==> config.mk <==
export PLATFORM = sky130hd
export DESIGN_NAME = asr_ctrl
export DESIGN_NICKNAME = d
export VERILOG_FILES = /design/src/rtl/asr_pkg.sv /design/src/rtl/asr_ctrl.sv /design/src/rtl/asr_timer.sv
export SDC_FILE = /design/constraint.sdc
export NUM_CORES = 1
export LEC_CHECK = 0
export BUFFER_PORTS_ARGS = -buffer_cell sky130_fd_sc_hd__buf_2
export CAP_MARGIN = 20
export CORE_MARGIN = 2
export CORE_UTILIZATION = 48
export DETAILED_ROUTE_END_ITERATION = 16
export HOLD_SLACK_MARGIN = 0.12
export MAX_ROUTING_LAYER = met4
export PLACE_DENSITY_LB_ADDON = 0.12
export SLEW_MARGIN = 20
export SYNTH_ARGS = -nofsm -noshare
export SYNTH_HDL_FRONTEND = slang
export SYNTH_SLANG_ARGS = --single-unit
==> constraint.sdc <==
create_clock -name clk -period 2.4 [get_ports clk]
set_clock_uncertainty 0.2 [all_clocks]
set_input_delay 0.48 -clock clk [delete_from_list [all_inputs] [get_ports clk]]
set_output_delay 0.48 -clock clk [all_outputs]
set_load 0.05 [all_outputs]
==> src/rtl/asr_pkg.sv <==
// package: timing constants, pin widths and states of the static memory controller
// Function
// RULE1: memory holds 131072 eight-bit words over one shared bidirectional byte bus.
// RULE2: two selects, one low-active, one high-active, plus output-drive control.
// RULE3: memory is fully asynchronous; controller needs no refresh activity.
// RULE4: read or write cycle lasts at least the address access time.
// RULE5: write happens only while both selects active and strobe low.
// RULE6: write ends at first of strobe rise or select release; recovery follows.
// RULE7: address changes only while strobe high or a select inactive.
// RULE8: read keeps write strobe high all cycle with both selects active.
// RULE9: read data waits for later of address valid and select assertion.
// RULE10: read data valid only after output-drive low, within output-enable access.
// RULE11: read data valid within select access time after both selects active.
// RULE12: deselect floats memory outputs within deselect float time.
// RULE13: strobe low while selected floats memory outputs within strobe float time.
// RULE14: outputs resume no sooner than output-active delay after write end.
// RULE15: selects active with or after strobe fall keep outputs floating.
// RULE16: both selects stay asserted for the whole select-to-end-of-write time.
// RULE17: controller never drives the bus while memory outputs may be driving.
// RULE18: with output drive on, write pulse covers float time plus data setup.
// RULE19: with output drive off, write pulse meets ordinary minimum width.
// RULE20: deselected memory idles in standby, bus floating, strobes ignored.
// RULE21: address bus is 17 bits wide, bit 0 least significant.
package asr_pkg;
  localparam int ADDR_W = 17;
  localparam int DATA_W = 8;
  localparam int CLK_PERIOD_NS = 40;
  // timing figures of the slowest grade, in ns
  localparam int T_AA_NS = 25;
  localparam int T_WP_NS = 15;
  localparam int T_CW_NS = 15;
  localparam int T_WHZ_NS = 9;
  localparam int T_DW_NS = 10;
  localparam int T_CHZ_NS = 10;
  localparam int T_OHZ_NS = 10;
  // least times round up, at least one cycle; read time adds one cycle more
  localparam int RD_CYC = (T_AA_NS + CLK_PERIOD_NS - 1) / CLK_PERIOD_NS + 1;
  localparam int WP_CYC = ((T_WHZ_NS + T_DW_NS) + CLK_PERIOD_NS - 1) / CLK_PERIOD_NS;
  localparam int HZ_NS = (T_CHZ_NS > T_OHZ_NS) ? T_CHZ_NS : T_OHZ_NS;
  localparam int TURN_CYC = (HZ_NS + CLK_PERIOD_NS - 1) / CLK_PERIOD_NS;
  localparam int CNT_W = 4;
  typedef enum logic [2:0] {
    ST_IDLE = 3'b000,
    ST_SETUP = 3'b001,
    ST_ACT = 3'b011,
    ST_END = 3'b010,
    ST_TURN = 3'b110
  } asr_state_t;
endpackage : asr_pkg

==> src/rtl/asr_ctrl.sv <==
// clocked controller that runs read and write cycles on an asynchronous static memory
module asr_ctrl (
  input wire logic clk,
  input wire logic resetn,
  input wire logic req_valid,
  input wire logic req_write,
  input wire logic [asr_pkg::ADDR_W-1:0] req_addr,
  input wire logic [asr_pkg::DATA_W-1:0] req_wdata,
  output logic req_ready,
  output logic rsp_valid,
  output logic [asr_pkg::DATA_W-1:0] rsp_rdata,
  output logic [asr_pkg::ADDR_W-1:0] mem_addr,
  output logic select_active_low_n,
  output logic select_active_high,
  output logic mem_oe_n,
  output logic mem_we_n,
  input wire logic [asr_pkg::DATA_W-1:0] mem_dq_in,
  output logic [asr_pkg::DATA_W-1:0] mem_dq_out,
  output logic mem_dq_oe
);
  // ==========================================================
  // state and timing
  asr_pkg::asr_state_t state_r;
  logic wr_r;
  logic tload;
  logic [asr_pkg::CNT_W-1:0] tval;
  logic tdone;

  function automatic logic [asr_pkg::CNT_W-1:0] cyc(input int n);
    cyc = asr_pkg::CNT_W'(n - 1);
  endfunction

  asr_timer u_timer (
    .clk(clk),
    .resetn(resetn),
    .load(tload),
    .load_val(tval),
    .done(tdone)
  );

  always_comb begin
    tload = 1'b0;
    tval = 4'h0;
    case (state_r)
      asr_pkg::ST_SETUP: begin
        tload = 1'b1;
        tval = wr_r ? cyc(asr_pkg::WP_CYC) : cyc(asr_pkg::RD_CYC); // [RULE4] [RULE18]
      end
      asr_pkg::ST_END: begin
        tload = !wr_r;
        tval = cyc(asr_pkg::TURN_CYC); // [RULE17]
      end
      default: begin
        tload = 1'b0;
      end
    endcase
  end

  // ==========================================================
  // sequencer
  always_ff @(posedge clk or negedge resetn) begin
    if (!resetn) begin
      state_r <= asr_pkg::ST_IDLE;
    end else begin
      case (state_r)
        asr_pkg::ST_IDLE: if (req_valid) state_r <= asr_pkg::ST_SETUP;
        asr_pkg::ST_SETUP: state_r <= asr_pkg::ST_ACT;
        asr_pkg::ST_ACT: if (tdone) state_r <= asr_pkg::ST_END;
        asr_pkg::ST_END: state_r <= wr_r ? asr_pkg::ST_IDLE : asr_pkg::ST_TURN;
        asr_pkg::ST_TURN: if (tdone) state_r <= asr_pkg::ST_IDLE;
        default: state_r <= asr_pkg::ST_IDLE;
      endcase
    end
  end

  // ==========================================================
  // request capture and address, stable across whole cycle
  always_ff @(posedge clk or negedge resetn) begin
    if (!resetn) begin
      wr_r <= 1'b0;
      mem_addr <= '0;
      mem_dq_out <= '0;
    end else if (state_r == asr_pkg::ST_IDLE && req_valid) begin
      wr_r <= req_write;
      mem_addr <= req_addr; // strobe high and selects off here [RULE7] [RULE21]
      mem_dq_out <= req_wdata;
    end
  end

  always_ff @(posedge clk or negedge resetn) begin
    if (!resetn) begin
      req_ready <= 1'b0;
    end else begin
      req_ready <= (state_r == asr_pkg::ST_IDLE) && !req_valid && !req_ready;
    end
  end

  // ==========================================================
  // memory pins
  always_ff @(posedge clk or negedge resetn) begin
    if (!resetn) begin
      select_active_low_n <= 1'b1; // standby after reset [RULE20]
      select_active_high <= 1'b0;
      mem_we_n <= 1'b1;
      mem_oe_n <= 1'b1;
      mem_dq_oe <= 1'b0;
    end else begin
      case (state_r)
        asr_pkg::ST_SETUP: begin
          select_active_low_n <= 1'b0; // both selects [RULE2] [RULE16]
          select_active_high <= 1'b1;
          mem_we_n <= !wr_r; // read holds strobe high [RULE8] [RULE5] [RULE15]
          mem_oe_n <= wr_r; // output drive only for reads [RULE10] [RULE19]
          mem_dq_oe <= wr_r; // memory floats since strobe falls with select [RULE13]
        end
        asr_pkg::ST_ACT: begin
          if (tdone) begin
            mem_we_n <= 1'b1; // strobe and selects end the write on the same edge [RULE6]
            select_active_low_n <= 1'b1; // [RULE12]
            select_active_high <= 1'b0;
            mem_oe_n <= 1'b1; // [RULE14]
          end
        end
        asr_pkg::ST_END: begin
          mem_dq_oe <= 1'b0;
        end
        default: begin
          mem_we_n <= 1'b1;
        end
      endcase
    end
  end

  // ==========================================================
  // read return, data sampled after address and selects settled
  always_ff @(posedge clk or negedge resetn) begin
    if (!resetn) begin
      rsp_valid <= 1'b0;
      rsp_rdata <= '0;
    end else begin
      rsp_valid <= (state_r == asr_pkg::ST_ACT) && tdone && !wr_r; // [RULE9] [RULE11]
      if ((state_r == asr_pkg::ST_ACT) && tdone && !wr_r) begin
        rsp_rdata <= mem_dq_in; // [RULE1] [RULE3]
      end
    end
  end

  // ==========================================================
  // pulse-length counters, read only by the checks below
  logic [asr_pkg::CNT_W-1:0] wp_len_r;
  logic [asr_pkg::CNT_W-1:0] sel_len_r;

  always_ff @(posedge clk or negedge resetn) begin
    if (!resetn) begin
      wp_len_r <= 4'h0;
    end else if (mem_we_n) begin
      wp_len_r <= 4'h0;
    end else if (wp_len_r != 4'hf) begin
      wp_len_r <= wp_len_r + 4'h1;
    end
  end

  always_ff @(posedge clk or negedge resetn) begin
    if (!resetn) begin
      sel_len_r <= 4'h0;
    end else if (select_active_low_n) begin
      sel_len_r <= 4'h0;
    end else if (sel_len_r != 4'hf) begin
      sel_len_r <= sel_len_r + 4'h1;
    end
  end
endmodule // asr_ctrl

==> src/rtl/asr_timer.sv <==
// down counter that times the active phase and the read turnaround of a memory cycle
module asr_timer (
  input wire logic clk,
  input wire logic resetn,
  input wire logic load,
  input wire logic [asr_pkg::CNT_W-1:0] load_val,
  output logic done
);
  logic [asr_pkg::CNT_W-1:0] cnt_r;

  always_ff @(posedge clk or negedge resetn) begin
    if (!resetn) begin
      cnt_r <= 4'h0;
    end else if (load) begin
      cnt_r <= load_val;
    end else if (cnt_r != 4'h0) begin
      cnt_r <= cnt_r - 4'h1;
    end
  end

  assign done = (cnt_r == 4'h0) && !load;
endmodule // asr_timer

==> metrics.md <==
| Metric | Value |
|---|---|
| Synth Area in Compound Gates | `5.44%` |
| Vias per Instance | `4.96` |
| Crit path DAT | `1.97 ns` |
| Max-cap violation count | `0` |
| Critical Path Source Type | `register` |
| PortBufs | `76` |
| RSZ-0062 raised after global routing | `no` |
| FP Rows | `23` |
| I/O pin count | `77` |
| Clock sink count | `48` |
| Post-Synth XOR/XNOR Area | `1.27%` |
| Longest Clk Path Bufs | `2` |
| Htree depth | `2` |
| Post-Place Cells | `266` |
| Routed via count | `1,358` |
| Antenna diode count | `0` |
| Post-Synth Adder-Cell Area | `1.21%` |
| Synth Net Count | `179` |
| Final Wtd Congestion | `0.777` |
| R2r startpoint | `u_timer.cnt_r[0]` |
| Slew Limit Fails | `0` |
| Nets | `263` |
| CTS root buf | `clkbuf_8` |
| # DRC | `0` |
| Buffers & Inverters on Critical Path | `1` |
| Simple-gate share of the synthesized area | `7.01%` |
| Post-Syn Area | `2070 um2` |
| Core area | `4090 um2` |
| Unique masters post-synth | `31` |
| Post-synth EDFFs | `0` |
| Final setup fails | `0` |
| Hold_sp | `req_valid` |
| Cell family with the largest share of critical-path delay | `simple AND/OR/NAND/NOR gates` |
| Die Width | `69.7 um` |
| Mapped Cells | `140` |
| Inserted Clock Buffers | `5` |
| Status | `finished, final reports clean` |
| Slew @ Worst Pin | `0.596 ns` |
| Die height | `69.7 um` |
| Largest net degree at the start of global routing | `49` |
| Hold Path Class | `in2reg` |
| Post-CTS setup buffers | `0` |
| Minimum clock period | `1.99 ns` |
| Antenna Violating Nets Remaining | `0` |
| Crit Path Max Fanout | `9` |
| Sequential element share of the synthesized area | `58.2%` |
| GRT Residual Overflow | `0` |
| WL final | `3850 um` |
| CTS tree | `yes` |
| Share of flip-flops with an asynchronous set or reset | `100%` |
| Router iterations before antenna repair | `4` |
| Fmax | `502 MHz` |
| Crit-path cells | `inv_1 -> ha_1 -> nor3b_4 -> nand4_2 -> mux2_2` |
| Setup TNS | `0 ns` |
| Fraction of layout cells with a size suffix above 1 | `58.0%` |
| Combinational family with the most area after synthesis | `multiplexers` |
| Reg clk slew, reported paths | `0.08 ns` |
| Syn Area/Cell | `14.8 um2` |
| Fillers | `342` |
| CP Launch Point | `u_timer.cnt_r[0]` |
| Critical Path Max Stage Delay | `0.41 ns` |
| PostCTS Resize Cnt | `0` |
| Total global-route track usage | `17.4%` |
| CP Class | `reg2reg` |
| Mux contribution to synthesized area | `22.6%` |
| Fin crit share | `83.0%` |
| Worst rel slew slack | `60.3%` |
| Critical path capture point type | `register` |
| First-pass GRT wire length | `6550 um` |
| Starting Density | `50.7%` |
| Die area | `4860 um2` |
| Vias in the first global route | `1,417` |
| Number of DRC markers in iteration 0 | `77` |
| Synth Warn # | `0` |
| Final hold violation count | `0` |
| Area delta synth->final | `25.2%` |
| Non-filler instance count after layout | `274` |
| Synth Register Bits | `48` |
| CP Data Required Time | `2.38 ns` |
| Initial antenna violation count | `0` |
| Hpwl dp | `2870 um` |
| CP max stage cell | `dfrtp_1` |
| Ys flop type | `dfrtp_1` |
| Drt wl/cell | `14.1 um` |
| Clk_lat worst skew | `0.28 ns` |
-- cells by family (layout without fill, tap and decap cells) --
family,after synthesis,count (layout)
flops,48,48
mux,35,35
simple gates,22,22
compound gates,17,17
buf+inv,13,97
xor+xnor,3,3
fa+ha+maj,2,2
-- layer usage --
layer / vias up / GRT usage (%) / share of wire (%)
li1: 652 / - / -
met1: 662 / 20.2 / 42
met2: 42 / 29.7 / 52
met3: 2 / 5.67 / 5.6
met4: 0 / 3.85 / 0.21
met5: - / - / 0
-- Yosys cell counts (2+ instances only) --
master    instances  area share (%)
dfrtp_1          45              54
mux2_4           20              15
mux2_2           14             7.6
inv_1             8             1.5
nor2_1            8             1.5
a21oi_1           5             1.2
nand2_1           4            0.72
o21ai_0           4            0.97
dfstp_2           3             3.8
nor3_1            3            0.72
xnor2_1           3             1.3
buf_12            2             1.9
clkbuf_1          2            0.36
ha_1              2             1.2
-- what timing repair did --
action,CTS,global route
hold buffers,1,0
hold endpoints to repair,45,0
endpoints found under the setup margin,0,0
-- worst paths after layout --
check                                        end  slack (ns)  cells after the start
worst min register to register         req_ready        0.23                      1
worst max-delay path                rsp_rdata[0]        0.41                      5
max in group asynchronous            mem_addr[9]        0.98                      3
min in group asynchronous       u_timer.cnt_r[2]        0.61                      3
worst min-delay path                   req_ready        0.18                      2
worst max register to register      rsp_rdata[0]        0.41                      5
-- flip-flops by register name, summed over array words and instances (netlist names) --
| register | cells |
|---|---|
| rsp_rdata | 8 |
| select_active_high | 1 |
| req_ready | 1 |
| mem_addr | 17 |
| mem_dq_out | 8 |
| wr_r | 1 |
| mem_oe_n | 1 |
| select_active_low_n | 1 |
| state_r | 3 |
| mem_we_n | 1 |
| mem_dq_oe | 1 |
| rsp_valid | 1 |
| u_timer.cnt_r | 4 |
-- worst reg2reg max path: cells and delay by family, from the launching register on --
kind	cells	cell delay [ns]
muxes	1	0.37
adders and majority gates	1	0.16
buffers and inverters	1	0.09
DFF	1	0.41
and+or+nand+nor	2	0.65
-- layout make-up --
class                           instances  area (um2)  share of cell area [%]
Clock buffer                            6        72.6                    2.80
Clock inverter                          1        5.00                   0.193
Inverter                                8        30.0                    1.16
Multi-Input combinational cell         79         777                    30.0
Sequential cell                        48        1200                    46.5
Tap cell                               50        62.6                    2.41
Timing Repair Buffer                   82         440                    17.0
-- cells in the final DEF, fill, tap and decap left out, types with 2 or more instances in the layout --
master    count
nand2_1       4
buf_4         4
dfstp_2       3
dfrtp_1      45
a21oi_1       5
clkbuf_8      5
mux2_4       20
ha_1          2
o21ai_0       4
nor3_1        3
nor2_1        8
inv_1         8
xnor2_1       3
buf_2        76
mux2_2       14
-- stage by stage --
| stage | area [um2] | utilization, % | setup slack (ns) | hold slack (ns) |
|---|---|---|---|---|
| after global placement | 2500 | 61.3 | 0.441 | 0.223 |
| final | 2590 | 63.4 | 0.408 | 0.180 |
| after floorplan | 2070 | - | 0.615 | -0.0156 |
| after detailed placement | 2500 | 61.3 | 0.387 | 0.218 |
| after global routing | 2590 | 63.4 | 0.221 | 0.172 |
| after CTS | 2590 | 63.4 | 0.376 | 0.174 |
Power is left out: the tool's default activity adds up to more than one toggle a clock period on the data nets, which glitch-free logic cannot reach.
